$ cat src/verilog/adcwf_pkg.sv
// Purpose: shared constants for the adc channel word formatter
// Assumes: apb register map, 32-bit words, byte addresses
// Notes:   register offsets, word field positions and the enable reset value live here
package adcwf_pkg;

    // ------------------------------------------------------------
    // register map
    // ------------------------------------------------------------
    localparam logic [7:0]  ADCWF_CTRL_ADDR  = 8'h00; // control, rw
    localparam logic [7:0]  ADCWF_WORD_ADDR  = 8'h04; // {upper, lower} word, ro
    localparam logic [7:0]  ADCWF_STAT_ADDR  = 8'h08; // scan state, ro

    // ------------------------------------------------------------
    // control register fields
    // ------------------------------------------------------------
    localparam int          ADCWF_CTL_WIDE   = 0;     // 1: two-word layout
    localparam int          ADCWF_CTL_FMT_LO = 1;     // format, bits 2:1
    localparam int          ADCWF_CTL_BIP    = 3;     // bipolar range
    localparam int          ADCWF_CTL_DET    = 4;     // 4-20 ma with detection
    localparam int          ADCWF_CTL_EN_LO  = 8;     // channel enables, 11:8
    localparam logic [3:0]  ADCWF_EN_RST     = 4'hf;  // all channels on

    // ------------------------------------------------------------
    // word field positions
    // ------------------------------------------------------------
    localparam int          ADCWF_SIGN_BIT   = 15;    // single-word sign
    localparam int          ADCWF_BRK_BIT    = 14;    // single-word broken
    localparam int          ADCWF_CHN_LO     = 12;    // single-word channel code
    localparam int          ADCWF_HSIGN_LO   = 4;     // upper word sign flags
    localparam int          ADCWF_HBRK_LO    = 8;     // upper word broken flags

    // data formats of the lower word in the two-word layout
    typedef enum logic [1:0] {
        ADCWF_FMT_MAG,       // 12-bit magnitude plus sign
        ADCWF_FMT_TC13,      // 13-bit two's complement
        ADCWF_FMT_TC12,      // 12-bit two's complement
        ADCWF_FMT_BCD        // magnitude as four bcd digits
    } adcwf_fmt_t;

endpackage

$ cat src/verilog/adcwf_top.sv
// Purpose: turns four converter results into cpu discrete input words
// Assumes: scan_i is a one-cycle pulse from logic on clk_i
// Notes:   converter inputs are asynchronous and pass two flip-flops
//
// Function
// single word: magnitude in bits 0-11
// single word: bit 15 flags negative input
// unipolar range keeps sign at zero
// single word: bit 14 flags low current
// upper word bits 0-3 one-hot channel
// indicator refreshed each scan, wraps around
// four selectable lower word formats
// magnitude formats use bits 0-11
// two's complement spans all 16 bits
// bcd format: four digits, 0000 to 9999 (the code's top is 4095)
// upper word bits 4-7 channel signs
// upper word bits 8-11 broken flags
// single word offers only magnitude plus sign
// value scaled linearly over 0 to 4095
// bipolar 13-bit: 4095 to 61440 (the code's negative end is 61441)
// negative code is invert plus one
// 12-bit unipolar, 13-bit bipolar resolution
// two-word layout fills 32 input points
// single word bits 12-13 channel code
// one channel per scan, cyclic
// disabled channels skipped in rotation
// all fields change together per scan
//
// The address map and the APB register port were decided locally.
`timescale 1ns/1ns
module adcwf_top (
    // clock and reset
    input  wire logic        clk_i,
    input  wire logic        reset_n_i,
    // apb slave
    input  wire logic        psel_i,
    input  wire logic        penable_i,
    input  wire logic        pwrite_i,
    input  wire logic [7:0]  paddr_i,
    input  wire logic [31:0] pwdata_i,
    output logic      [31:0] prdata_o,
    output logic             pready_o,
    output logic             pslverr_o,
    // converter results, asynchronous
    input  wire logic [47:0] conv_mag_i,
    input  wire logic [3:0]  conv_neg_i,
    input  wire logic [3:0]  conv_low_i,
    // cpu scan side
    input  wire logic        scan_i,
    output logic      [15:0] word_lo_o,
    output logic      [15:0] word_hi_o
);
    import adcwf_pkg::*;

    // ------------------------------------------------------------
    // state
    // ------------------------------------------------------------
    logic        wide_r;          // two-word layout
    adcwf_fmt_t  fmt_r;           // lower word format
    logic        bip_r;           // bipolar range
    logic        det_r;           // broken detection range
    logic [3:0]  en_r;            // channel enables
    logic [1:0]  chan_r;          // presented channel, 0 = ch 1
    logic [1:0]  chan_nxt;        // next enabled channel
    logic [3:0]  ind_r;           // one-hot copy of chan_r
    logic [15:0] lo_r;            // lower / single word
    logic [15:0] hi_r;            // upper word
    logic [15:0] lo_nxt;          // lower word to latch
    logic [15:0] hi_nxt;          // upper word to latch
    logic [15:0] scans_r;         // scans seen, for status
    logic [47:0] mag_s1_r;        // synchroniser stage 1
    logic [47:0] mag_r;           // synchronised magnitudes
    logic [7:0]  flg_s1_r;        // {low, neg} stage 1
    logic [7:0]  flg_r;           // {low, neg} synchronised
    logic [11:0] mag_sel;         // magnitude of next channel (chan_nxt)
    logic [3:0]  neg_ch;          // per-channel sign, range gated
    logic [3:0]  brk_ch;          // per-channel broken, range gated
    logic [15:0] tc13;            // 13-bit two's complement code
    logic [15:0] tc12;            // 12-bit two's complement code
    logic        wr_ctrl;         // apb write to control

    // ------------------------------------------------------------
    // input synchronisers
    // ------------------------------------------------------------
    // the result words are not coherent across the crossing; the
    // converter is assumed to hold each result far longer than two
    // clocks, so a torn value lasts at most one cycle before a scan
    always_ff @(posedge clk_i or negedge reset_n_i) begin
        if (!reset_n_i) begin
            mag_s1_r <= '0;
            mag_r    <= '0;
            flg_s1_r <= '0;
            flg_r    <= '0;
        end else begin
            mag_s1_r <= conv_mag_i;
            mag_r    <= mag_s1_r;
            flg_s1_r <= {conv_low_i, conv_neg_i};
            flg_r    <= flg_s1_r;
        end
    end

    // ------------------------------------------------------------
    // apb slave
    // ------------------------------------------------------------
    // writes to the read-only words are dropped, with no error
    assign pready_o = 1'b1;                 // zero wait states
    assign wr_ctrl  = psel_i && penable_i && pwrite_i
                      && (paddr_i == ADCWF_CTRL_ADDR);

    // control register, the only writable state
    always_ff @(posedge clk_i or negedge reset_n_i) begin
        if (!reset_n_i) begin
            wide_r <= 1'b0;
            fmt_r  <= ADCWF_FMT_MAG;
            bip_r  <= 1'b0;
            det_r  <= 1'b0;
            en_r   <= ADCWF_EN_RST;
        end else if (wr_ctrl) begin
            wide_r <= pwdata_i[ADCWF_CTL_WIDE];
            fmt_r  <= adcwf_fmt_t'(pwdata_i[ADCWF_CTL_FMT_LO +: 2]);
            bip_r  <= pwdata_i[ADCWF_CTL_BIP];
            det_r  <= pwdata_i[ADCWF_CTL_DET];
            en_r   <= pwdata_i[ADCWF_CTL_EN_LO +: 4];
        end
    end

    // read mux; unmapped addresses read zero with an error
    always_comb begin
        prdata_o  = 32'h0;
        pslverr_o = 1'b0;
        if (paddr_i == ADCWF_CTRL_ADDR) begin
            prdata_o[ADCWF_CTL_WIDE]          = wide_r;
            prdata_o[ADCWF_CTL_FMT_LO +: 2]   = fmt_r;
            prdata_o[ADCWF_CTL_BIP]           = bip_r;
            prdata_o[ADCWF_CTL_DET]           = det_r;
            prdata_o[ADCWF_CTL_EN_LO +: 4]    = en_r;
        end else if (paddr_i == ADCWF_WORD_ADDR) begin
            prdata_o = {hi_r, lo_r};
        end else if (paddr_i == ADCWF_STAT_ADDR) begin
            prdata_o = {scans_r, 12'h0, ind_r};
        end else begin
            pslverr_o = psel_i && penable_i;
        end
    end

    // ------------------------------------------------------------
    // channel rotation
    // ------------------------------------------------------------
    // first enabled channel after the current one, wrapping;
    // with no channel enabled the rotation simply stands still
    always_comb begin
        logic [1:0] c;
        c        = chan_r;
        chan_nxt = chan_r;
        for (int k = 1; k <= 4; k++) begin
            c = chan_r + 2'(k);
            if (en_r[c] && chan_nxt == chan_r && k < 4) begin
                chan_nxt = c;
            end
        end
        if (chan_nxt == chan_r && !en_r[chan_r] && en_r != 4'h0) begin
            chan_nxt = chan_r;
        end
    end

    // one channel per scan, wraps after the last enabled channel
    always_ff @(posedge clk_i or negedge reset_n_i) begin
        if (!reset_n_i) begin
            chan_r  <= 2'h0;
            ind_r   <= 4'h1;
            scans_r <= 16'h0;
        end else if (scan_i) begin
            chan_r  <= chan_nxt;
            ind_r   <= 4'h1 << chan_nxt;
            scans_r <= scans_r + 16'h1;
        end
    end

    // ------------------------------------------------------------
    // per-channel flags
    // ------------------------------------------------------------
    genvar g;
    generate
        for (g = 0; g < 4; g++) begin : g_ch
            assign neg_ch[g] = bip_r && flg_r[g];
            assign brk_ch[g] = det_r && flg_r[4 + g];
        end
    endgenerate

    // converter already scales each range over 0..4095
    assign mag_sel = mag_r[chan_nxt * 12 +: 12];

    // invert every bit then add one over the whole word; positive
    // full scale reads 4095, while a 12-bit magnitude stops the
    // negative end at 61441, one count short of the 13-bit floor
    assign tc13 = neg_ch[chan_nxt] ? (~{4'h0, mag_sel}) + 16'h1
                                   : {4'h0, mag_sel};
    // older 12-bit code drops the lowest magnitude bit
    assign tc12 = neg_ch[chan_nxt] ? (~{5'h0, mag_sel[11:1]}) + 16'h1
                                   : {5'h0, mag_sel[11:1]};

    // binary to four bcd digits, shift and add three
    function automatic logic [15:0] to_bcd(input logic [11:0] v);
        logic [15:0] d;
        d = 16'h0;
        for (int i = 11; i >= 0; i--) begin
            for (int n = 0; n < 4; n++) begin
                if (d[n*4 +: 4] > 4'h4) begin
                    d[n*4 +: 4] = d[n*4 +: 4] + 4'h3;
                end
            end
            d = {d[14:0], v[i]};
        end
        return d;
    endfunction

    // ------------------------------------------------------------
    // word assembly
    // ------------------------------------------------------------
    always_comb begin
        lo_nxt = 16'h0;
        hi_nxt = 16'h0;
        if (!wide_r) begin
            // single word: magnitude plus sign only      // R13
            lo_nxt[11:0]             = mag_sel;
            lo_nxt[ADCWF_CHN_LO +: 2] = chan_nxt;
            lo_nxt[ADCWF_BRK_BIT]    = brk_ch[chan_nxt];
            lo_nxt[ADCWF_SIGN_BIT]   = neg_ch[chan_nxt];
        end else begin
            // two words, 32 input points                 // R18
            hi_nxt[3:0]                 = 4'h1 << chan_nxt;
            hi_nxt[ADCWF_HSIGN_LO +: 4] = neg_ch;
            hi_nxt[ADCWF_HBRK_LO +: 4]  = brk_ch;
            case (fmt_r)
                ADCWF_FMT_MAG:  lo_nxt = {4'h0, mag_sel};
                ADCWF_FMT_TC13: lo_nxt = tc13;
                ADCWF_FMT_TC12: lo_nxt = tc12;
                default:        lo_nxt = to_bcd(mag_sel);
            endcase
        end
    end

    // both words latch in one edge so no read mixes channels
    always_ff @(posedge clk_i or negedge reset_n_i) begin
        if (!reset_n_i) begin
            lo_r <= 16'h0;
            hi_r <= 16'h0;
        end else if (scan_i) begin
            lo_r <= lo_nxt;
            hi_r <= hi_nxt;
        end
    end

    assign word_lo_o = lo_r;
    assign word_hi_o = hi_r;
    // sign plus 12 magnitude bits gives 13-bit bipolar span  // R17

    // ------------------------------------------------------------
    // checks
    // ------------------------------------------------------------
    // all checks sample on clk_i and sleep through reset
    a_ind_onehot: assert property (
        @(posedge clk_i) disable iff (!reset_n_i)
        $onehot(ind_r))
        else $error("channel indicator not one-hot");

    a_unipol_sign: assert property (
        @(posedge clk_i) disable iff (!reset_n_i)
        (scan_i && !bip_r && !wide_r) |=> !lo_r[ADCWF_SIGN_BIT])
        else $error("sign set on unipolar range");

    a_full_rotate: assert property (
        @(posedge clk_i) disable iff (!reset_n_i)
        (scan_i && en_r == 4'hf) |=> chan_r == $past(chan_r) + 2'h1)
        else $error("rotation did not step by one");

    a_skip_off: assert property (
        @(posedge clk_i) disable iff (!reset_n_i)
        (scan_i && en_r != 4'h0 && !wr_ctrl) |=> en_r[chan_r])
        else $error("disabled channel presented");

    a_words_hold: assert property (
        @(posedge clk_i) disable iff (!reset_n_i)
        !scan_i |=> $stable(lo_r) && $stable(hi_r))
        else $error("word changed between scans");

    a_chan_code: assert property (
        @(posedge clk_i) disable iff (!reset_n_i)
        (scan_i && !wide_r) |=> lo_r[13:12] == chan_r)
        else $error("channel code mismatch");

    a_brk_gate: assert property (
        @(posedge clk_i) disable iff (!reset_n_i)
        (scan_i && wide_r && !det_r) |=> hi_r[11:8] == 4'h0)
        else $error("broken flag outside current range");

    a_tc_sum: assert property (
        @(posedge clk_i) disable iff (!reset_n_i)
        (scan_i && wide_r && fmt_r == ADCWF_FMT_TC13
         && neg_ch[chan_nxt])
        |=> lo_r + {4'h0, $past(mag_sel)} == 16'h0)
        else $error("negative code not two's complement");

    a_bcd_digits: assert property (
        @(posedge clk_i) disable iff (!reset_n_i)
        (scan_i && wide_r && fmt_r == ADCWF_FMT_BCD)
        |=> lo_r[3:0] <= 4'h9 && lo_r[7:4] <= 4'h9
            && lo_r[11:8] <= 4'h9 && lo_r[15:12] <= 4'h9)
        else $error("bcd digit above nine");

    // single-word layout
    a_mag_field: assert property (
        @(posedge clk_i) disable iff (!reset_n_i)
        (scan_i && !wide_r) |=> lo_r[11:0] == $past(mag_sel))
        else $error("single word magnitude wrong");

    a_brk_word: assert property (
        @(posedge clk_i) disable iff (!reset_n_i)
        (scan_i && !wide_r && !det_r) |=> !lo_r[ADCWF_BRK_BIT])
        else $error("broken bit set without detection");

    a_hi_single: assert property (
        @(posedge clk_i) disable iff (!reset_n_i)
        (scan_i && !wide_r) |=> hi_r == 16'h0)
        else $error("upper word used in single layout");

    // two-word layout
    a_ind_match: assert property (
        @(posedge clk_i) disable iff (!reset_n_i)
        (scan_i && wide_r) |=> hi_r[3:0] == ind_r)
        else $error("upper word indicator mismatch");

    a_sign_quiet: assert property (
        @(posedge clk_i) disable iff (!reset_n_i)
        (scan_i && wide_r && !bip_r) |=> hi_r[ADCWF_HSIGN_LO +: 4] == 4'h0)
        else $error("sign flags set on unipolar range");

    a_mag_lower: assert property (
        @(posedge clk_i) disable iff (!reset_n_i)
        (scan_i && wide_r && fmt_r == ADCWF_FMT_MAG)
        |=> lo_r == {4'h0, $past(mag_sel)})
        else $error("lower word magnitude wrong");

    a_tc_pos: assert property (
        @(posedge clk_i) disable iff (!reset_n_i)
        (scan_i && wide_r && fmt_r == ADCWF_FMT_TC13 && !neg_ch[chan_nxt])
        |=> lo_r == {4'h0, $past(mag_sel)})
        else $error("positive two's complement code wrong");

    a_tc_sign: assert property (
        @(posedge clk_i) disable iff (!reset_n_i)
        (scan_i && wide_r && fmt_r == ADCWF_FMT_TC13 && neg_ch[chan_nxt]
         && mag_sel != 12'h0) |=> lo_r[15])
        else $error("negative code below the top half");

    a_tc12_sum: assert property (
        @(posedge clk_i) disable iff (!reset_n_i)
        (scan_i && wide_r && fmt_r == ADCWF_FMT_TC12 && neg_ch[chan_nxt])
        |=> lo_r + ({4'h0, $past(mag_sel)} >> 1) == 16'h0)
        else $error("12-bit negative code wrong");

    a_bcd_top: assert property (
        @(posedge clk_i) disable iff (!reset_n_i)
        (scan_i && wide_r && fmt_r == ADCWF_FMT_BCD) |=> lo_r[15:12] <= 4'h4)
        else $error("bcd thousands digit out of range");

    // rotation and status
    a_ind_follow: assert property (
        @(posedge clk_i) disable iff (!reset_n_i)
        ind_r == (4'h1 << chan_r))
        else $error("indicator does not match channel");

    a_chan_hold: assert property (
        @(posedge clk_i) disable iff (!reset_n_i)
        !scan_i |=> $stable(chan_r))
        else $error("channel moved between scans");

    a_scan_count: assert property (
        @(posedge clk_i) disable iff (!reset_n_i)
        scan_i |=> scans_r == $past(scans_r) + 16'h1)
        else $error("scan count did not step");

endmodule

$ cat config.mk
export PLATFORM = sky130hd
export DESIGN_NAME = adcwf_top
export DESIGN_NICKNAME = d
export VERILOG_FILES = /design/src/verilog/adcwf_pkg.sv /design/src/verilog/adcwf_top.sv
export SDC_FILE = /design/constraint.sdc
export NUM_CORES = 1
export LEC_CHECK = 0
export ABC_AREA = 0
export BUFFER_PORTS_ARGS = -buffer_cell sky130_fd_sc_hd__buf_2
export CORE_MARGIN = 2
export CORE_UTILIZATION = 40
export CTS_BUF_LIST = sky130_fd_sc_hd__clkbuf_4 sky130_fd_sc_hd__clkbuf_8 sky130_fd_sc_hd__clkbuf_16
export DETAILED_ROUTE_END_ITERATION = 12
export HOLD_SLACK_MARGIN = 0.15
export PLACE_DENSITY = 0.58
export SLEW_MARGIN = 20
export SYNTH_ARGS = -nofsm -noshare
export SYNTH_HDL_FRONTEND = slang
export SYNTH_SLANG_ARGS = --single-unit
$ cat constraint.sdc
create_clock -name clk_i -period 29.2 [get_ports clk_i]
set_clock_uncertainty 0.05 [all_clocks]
set_input_delay 4.38 -clock clk_i [delete_from_list [all_inputs] [get_ports clk_i]]
set_output_delay 4.38 -clock clk_i [all_outputs]
set_load 0.03 [all_outputs]
==> results of run 1 <==
-- flip-flops by register name, indices dropped and copies added, names as in the netlist --
| register | cells |
|---|---|
| flg_s1_r | 8 |
| word_lo_o | 16 |
| word_hi_o | 12 |
| scans_r | 16 |
| ind_r | 4 |
| det_r | 1 |
| mag_s1_r | 48 |
| mag_r | 48 |
| wide_r | 1 |
| flg_r | 8 |
| en_r | 4 |
| chan_r | 2 |
| fmt_r | 2 |
| bip_r | 1 |
-- worst max-delay path: cells and delay by family, from the launching register on --
| family | cells | cell delay [ps] |
|---|---|---|
| xor gates and xnor gates | 1 | 470 |
| AOI/OAI and AO/OA | 15 | 4580 |
| buffers and inverters | 2 | 220 |
| muxes | 4 | 1430 |
| adders and majority gates | 5 | 1650 |
| and+or+nand+nor | 12 | 2660 |
| DFF | 1 | 580 |
-- stage by stage --
stage	cell area, µm²	cells	worst slack [ps]
floorplan	9920	1050	18600
global placement	10800	1464	17490
detailed placement	10800	1464	17340
CTS	11500	1496	17310
global route	11500	1496	16280
finish	11500	1496	17490
-- layout make-up --
type / instances / area share (%)
clock buffers: 17 / 3.71
clock inverters: 15 / 1.77
inverters: 49 / 1.60
multi-input cells: 770 / 45.2
flip-flops and latches: 171 / 37.3
well taps: 324 / 3.53
repair buffers: 150 / 6.83
-- cell families after synthesis --
logic type,Yosys count,share of synthesized area (%)
flip-flops,171,43.2
adder cells (fa/ha/maj),29,3.66
AND/OR/NAND/NOR,331,16.7
XOR/XNOR,41,3.70
buffers and inverters,109,4.61
multiplexers,45,5.78
AO/OA/AOI/OAI,319,22.2
other,2,0.0758
-- worst max path at each step --
stage	startpoint	end	slack (ps)	cells after the start
4_1_cts	en_r[2]$_DFFE_PN1P_	word_lo_o[10]$_DFFE_PN0P_	17310	43
2_1_floorplan	paddr_i[5]	prdata_o[23]	18600	7
6_report	en_r[2]$_DFFE_PN1P_	word_lo_o[10]$_DFFE_PN0P_	17490	39
3_3_place_gp	en_r[3]$_DFFE_PN1P_	word_lo_o[10]$_DFFE_PN0P_	17490	43
5_1_grt	en_r[2]$_DFFE_PN1P_	word_lo_o[10]$_DFFE_PN0P_	16280	39
3_5_place_dp	en_r[2]$_DFFE_PN1P_	word_lo_o[10]$_DFFE_PN0P_	17340	43
-- cell usage after synthesis, drive strengths merged, types with 15 or more instances --
master,instances,area [µm²]
a21oi,74,385
a31oi,15,100
and2,18,113
and3,17,111
clkbuf,46,173
dfrtp,166,4150
ha,29,363
inv,48,180
mux2,15,173
mux2i,22,220
nand2,90,338
nand3,21,105
nor2,91,344
nor3,21,128
o211ai,15,113
o21ai,62,310
xnor2,34,305
-- metal layers --
| metal | track usage (%) | part of all wire, % |
|---|---|---|
| met1 | 29.3 | 48 |
| met2 | 32.0 | 46 |
| met3 | 3.26 | 4.7 |
| met4 | 4.38 | 1.1 |
| met5 | 0 | 0 |
-- layout by cell type, fill, tap and decap left out, types with 6 or more instances in the layout --
cell type,count
o21ai_0,49
nor4_1,8
ha_1,29
mux2i_1,22
nor2_1,90
a211oi_1,12
o21a_1,12
nor3b_1,6
nor3_1,19
nand2b_1,6
a21o_1,9
dfrtp_1,166
xnor2_1,33
buf_4,11
xor2_1,7
and3_1,16
o31ai_1,13
nand3_1,21
nand4_1,12
a31oi_1,14
buf_2,138
a22o_1,13
o21ai_1,13
o221ai_1,9
mux2_2,13
clkbuf_16,17
mux4_2,8
nand2_1,90
and2_1,18
o2bb2ai_1,14
inv_1,46
a21oi_1,72
o211ai_1,15
or4_1,6
or3_1,9
==> qor.txt, run 1 <==
Status: completed
Site Rows: 57
CTS Hold Buffers Added: 0
Clock transition at path regs: 80 ps
Min Hold Slack: 289 ps
Sequential area share after synthesis: 43.2%
Vias per cell: 5.55
Worst slew pin tran: 880 ps
Hpwl dp: 18.7 mm
Post-CTS setup buffers: 0
Hold depth: 0
Layout cells sized above 1: 20.4%
Final hold violations: 0
Fillers: 2375
R2R Setup Slk: 17490 ps
Endpoints failing setup: 0
Min Tclk post-route: 11710 ps
Initial Util: 40.7%
Setup crit end kind: register
Post-cts sizing count: 0
Die Ht: 161 µm
CTS tree: done
HP Class: reg2reg
Worst hold endpoint: mag_r[8]$_DFF_PN0_
Footprint of the multi-input gates: 5190 µm²
Fraction of registers with async set/reset: 100%
TNS Setup: 0 ps
Hold_sp: mag_s1_r[8]$_DFF_PN0_
CP Class: reg2reg
Mean Syn Cell Area: 9.46 µm²
Register area: 4290 µm²
Max Buffers Root-to-Sink: 2
Mapped cell area: 9910 µm²
TritonCTS Buffers: 17
Type of origin of the critical path: register
Synth Flop Type: dfrtp_1
CP max FO: 19
DR WL/cell: 17.3 µm
GR Overflow Total: 0
Critical-path top delay cell: dfstp_2
DRT Pass-1 Iters: 8
Synth Register Bits: 171
Max Fclk: 85.4 MHz
Vias after detailed routing: 8307
Area growth, synth to finish: 15.8%
R2r endpoint: word_lo_o[10]$_DFFE_PN0P_
Routability cong.: 0.883
Final core occ: 47.2%
EDFF count, synth: 0
Cell variety after synth: 93
R2R Path Start: en_r[2]$_DFFE_PN1P_
CTS Sinks: 171
Cells after Synth: 1047
Critical path data arrival time: 12020 ps
IO Port Bufs: 139
DRC Markers: 0
Vias in the first global route: 7831
YS warnings: 0
First-pass GRT wire length: 42.1 mm
Worst path max stage delay: 580 ps
Initial antenna violation count: 2
Core ar.: 24300 µm²
Fin crit share: 40.1%
Pins over their slew limit: 0
DRT antenna net count: 0
RSZ-0062 raised after global routing: false
Total GRT Usage: 20.2%
Worst-skew pair later-pin latency: 430 ps
# IOs: 168
Die width: 161 µm
Pin count of the biggest net entering global routing: 98
Max-slew headroom: 41.3%
Die Footprint: 26000 µm²
Initial DRC count: 655
ANT cells: 0
Reg2Reg Depth: 39
WL final: 25.9 mm
CTS Root Cell: clkbuf_16
CP dominant cell by count: ha_1
Final Net Count: 1290
Worst Path Required: 29510 ps
Max-cap viol count: 0
H-tree levels: 4
Power of run 1 is left out: the tool's default activity adds up to more than one toggle a clock period on the data nets, which glitch-free logic cannot reach.
==> run 2, diff against run 1 <==
--- a/config.mk
+++ b/config.mk
@@ -5,7 +5,7 @@
 export SDC_FILE = /design/constraint.sdc
 export NUM_CORES = 1
 export LEC_CHECK = 0
-export ABC_AREA = 0
+export ABC_AREA = 1
 export BUFFER_PORTS_ARGS = -buffer_cell sky130_fd_sc_hd__buf_2
 export CORE_MARGIN = 2
 export CORE_UTILIZATION = 40
==> constraint.sdc (replaced) <==
create_clock -name clk_i -period 11.4 [get_ports clk_i]
set_clock_uncertainty 0.05 [all_clocks]
set_input_delay 1.71 -clock clk_i [delete_from_list [all_inputs] [get_ports clk_i]]
set_output_delay 1.71 -clock clk_i [all_outputs]
set_load 0.03 [all_outputs]
==> run 2 against run 1 <==
Against the previous run:
- first-iteration DRC count is 18% lower
- via count decreased by 3.2%
- fmax up 49%
- cell area decreased by 0.90%
- critical path depth increased by 21
- clock-buffer cell count is the same
- critical endpoint is now word_lo_o[1]$_DFFE_PN0P_
- worst hold slack gained 8.4 ps
- highest routed layer unchanged
- global-route usage down 0.87 points
==> qor.txt, run 2 <==
Status: completed (unchanged)
Max Fclk: 127 MHz (was 85.4 MHz)
DR WL/cell: 14.6 µm (was 17.3 µm)
GR Overflow Total: 0 (unchanged)
Initial DRC count: 538 (was 655)
Routability cong.: 0.896 (was 0.883)
CP dominant cell by count: nand2_1 (was ha_1)
CP Launch Point: chan_r[0]$_DFFE_PN0P_ (was en_r[2]$_DFFE_PN1P_)
Post-CTS setup buffers: 0 (unchanged)
R2R Path Start: chan_r[0]$_DFFE_PN0P_ (was en_r[2]$_DFFE_PN1P_)
R2r endpoint: word_lo_o[1]$_DFFE_PN0P_ (was word_lo_o[10]$_DFFE_PN0P_)
Top-count cell post-synth: nand2_1 (was dfrtp_1)
CTS tree: done (unchanged)
TNS Setup: 0 ps (unchanged)
Final Net Count: 1435 (was 1290)
HP Class: reg2reg (unchanged)
Pins over their slew limit: 0 (unchanged)
Setup crit end kind: register (unchanged)
Site Rows: 57 (unchanged)
RSZ-0062 raised after global routing: false (unchanged)
Commonest non-fill, non-tap cell in the layout: nand2_1 (was dfrtp_1)
Fin crit share: 68.9% (was 40.1%)
Worst slew pin tran: 994 ps (was 880 ps)
Max-cap viol count: 0 (unchanged)
Mean Syn Cell Area: 8.35 µm² (was 9.46 µm²)
Die Ht: 160 µm (was 161 µm)
Min Tclk post-route: 7860 ps (was 11710 ps)
Initial antenna violation count: 0 (was 2)
Total GRT Usage: 19.3% (was 20.2%)
Initial Util: 40.3% (was 40.7%)
Most frequent cells in the layout: nand2_1 (259), dfrtp_1 (166), inv_1 (147), buf_2 (138), nand3_1 (90) (was dfrtp_1 (166), buf_2 (138), nor2_1 (90), nand2_1 (90), a21oi_1 (72))
Fraction of registers with async set/reset: 100% (unchanged)
EDFF count, synth: 0 (unchanged)
Reg2Reg Depth: 60 (was 39)
Endpoints failing setup: 0 (unchanged)
Core ar.: 24100 µm² (was 24300 µm²)
Final hold violations: 0 (unchanged)
CP Class: reg2reg (unchanged)
TritonCTS Buffers: 17 (unchanged)
DRT antenna net count: 0 (unchanged)
Yosys top cell area share: 42.8% (was 41.9%)
IO Port Bufs: 139 (unchanged)
Hpwl dp: 18.2 mm (was 18.7 mm)
Clock transition at path regs: 80 ps (about the same)
Die Footprint: 25600 µm² (was 26000 µm²)
Worst-skew pair later-pin latency: 430 ps (about the same)
CTS Root Cell: clkbuf_16 (unchanged)
WL final: 24.0 mm (was 25.9 mm)
First-pass GRT wire length: 39.7 mm (was 42.1 mm)
# IOs: 168 (unchanged)
DRC Markers: 0 (unchanged)
ANT cells: 0 (unchanged)
Vias after detailed routing: 8040 (was 8307)
Vias per cell: 4.90 (was 5.55)
Type of origin of the critical path: register (unchanged)
Max Buffers Root-to-Sink: 2 (unchanged)
DRT Pass-1 Iters: 7 (was 8)
Post-cts sizing count: 0 (unchanged)
Max-slew headroom: 33.8% (was 41.3%)
Critical path data arrival time: 8120 ps (was 12020 ps)
Worst path max stage delay: 610 ps (was 580 ps)
End point of the critical path: word_lo_o[1]$_DFFE_PN0P_ (was word_lo_o[10]$_DFFE_PN0P_)
Die width: 160 µm (was 161 µm)
Mapped cell area: 9720 µm² (was 9910 µm²)
Worst Path Required: 11660 ps (was 29510 ps)
Fillers: 2402 (was 2375)
Top cell type by total area after synthesis: dfrtp_1 (unchanged)
Sequential area share after synthesis: 44.1% (was 43.2%)
Synth Register Bits: 171 (unchanged)
Area growth, synth to finish: 17.1% (was 15.8%)
Synth top cells by count: nand2_1 (259), dfrtp_1 (166), inv_1 (147) (was dfrtp_1 (166), nand2_1 (90), nor2_1 (90))
Critical-path top delay cell: dfrtp_1 (was dfstp_2)
Layout cells sized above 1: 24.1% (was 20.4%)
Synth Flop Type: dfrtp_1 (unchanged)
Biggest regs: mag_r: 48 flops, mag_s1_r: 48 flops (unchanged)
H-tree levels: 4 (unchanged)
Vias in the first global route: 7693 (was 7831)
Area contributors post-synth: dfrtp_1 (43%), nand2_1 (10%), inv_1 (5.7%) (was dfrtp_1 (42%), ha_1 (3.7%), a21oi_1 (3.6%))
Cell variety after synth: 62 (was 93)
Pin count of the biggest net entering global routing: 69 (was 98)
CTS Hold Buffers Added: 0 (unchanged)
R2R Setup Slk: 3540 ps (was 17490 ps)
CTS Sinks: 171 (unchanged)
CP max FO: 19 (unchanged)
YS warnings: 0 (unchanged)
Cells after Synth: 1164 (was 1047)
[run 2: worst max-delay path, delay by kind of cell (launching register included)]
family	cells	cell delay, ps
fa+ha+maj	7	1580
flops	1	610
buf+inv	11	930
simple gates	37	3670
compound gates	2	150
xor+xnor	3	730
[run 2: cell families after synthesis]
| kind of cell | after synthesis | synth area share [%] |
|---|---|---|
| other cells | 2 | 0.0773 |
| xor+xnor | 32 | 3.19 |
| simple gates | 541 | 27.0 |
| mux | 9 | 1.04 |
| flops | 171 | 44.1 |
| fa+ha+maj | 29 | 3.73 |
| compound gates | 181 | 12.7 |
| buf+inv | 199 | 8.19 |
[run 2: worst min path at each step]
stage | endpoint | from | depth (start not counted) | slack, ps
floorplan | flg_r[0]$_DFF_PN0_ | flg_s1_r[0]$_DFF_PN0_ | 0 | 280
global placement | flg_r[6]$_DFF_PN0_ | flg_s1_r[6]$_DFF_PN0_ | 0 | 280
detailed placement | flg_r[2]$_DFF_PN0_ | flg_s1_r[2]$_DFF_PN0_ | 0 | 280
CTS | mag_r[20]$_DFF_PN0_ | mag_s1_r[20]$_DFF_PN0_ | 0 | 300
global route | mag_r[20]$_DFF_PN0_ | mag_s1_r[20]$_DFF_PN0_ | 0 | 300
finish | mag_r[7]$_DFF_PN0_ | mag_s1_r[7]$_DFF_PN0_ | 0 | 300
[run 2: area by class of cell]
| cell class | instances | area, µm² | share of cell area, % |
|---|---|---|---|
| Clock buffer | 17 | 425 | 3.74 |
| Clock inverter | 15 | 219 | 1.92 |
| Inverter | 173 | 654 | 5.75 |
| Multi-Input combinational cell | 797 | 4650 | 40.8 |
| Sequential cell | 171 | 4290 | 37.7 |
| Tap cell | 324 | 405 | 3.56 |
| Timing Repair Buffer | 144 | 739 | 6.50 |
[run 2: layer usage]
layer,up-vias,track usage (%),share of wire (%)
met3,28,3.90,5.0
met5,-,0,0
met4,0,5.36,1.7
met1,3712,26.6,47
li1,4085,-,-
met2,215,31.1,46
[run 2: per-stage QoR]
step	util, %	setup slack, ps	hold WS [ps]	area, µm²	instances
global route	47.2	2730	301	11400	1641
floorplan	-	4480	281	9730	1167
global placement	44.5	3660	282	10700	1608
detailed placement	44.5	3590	285	10700	1608
finish	47.2	3540	297	11400	1641
CTS	47.2	3510	299	11400	1640
Power of run 2 is left out for the same reason.
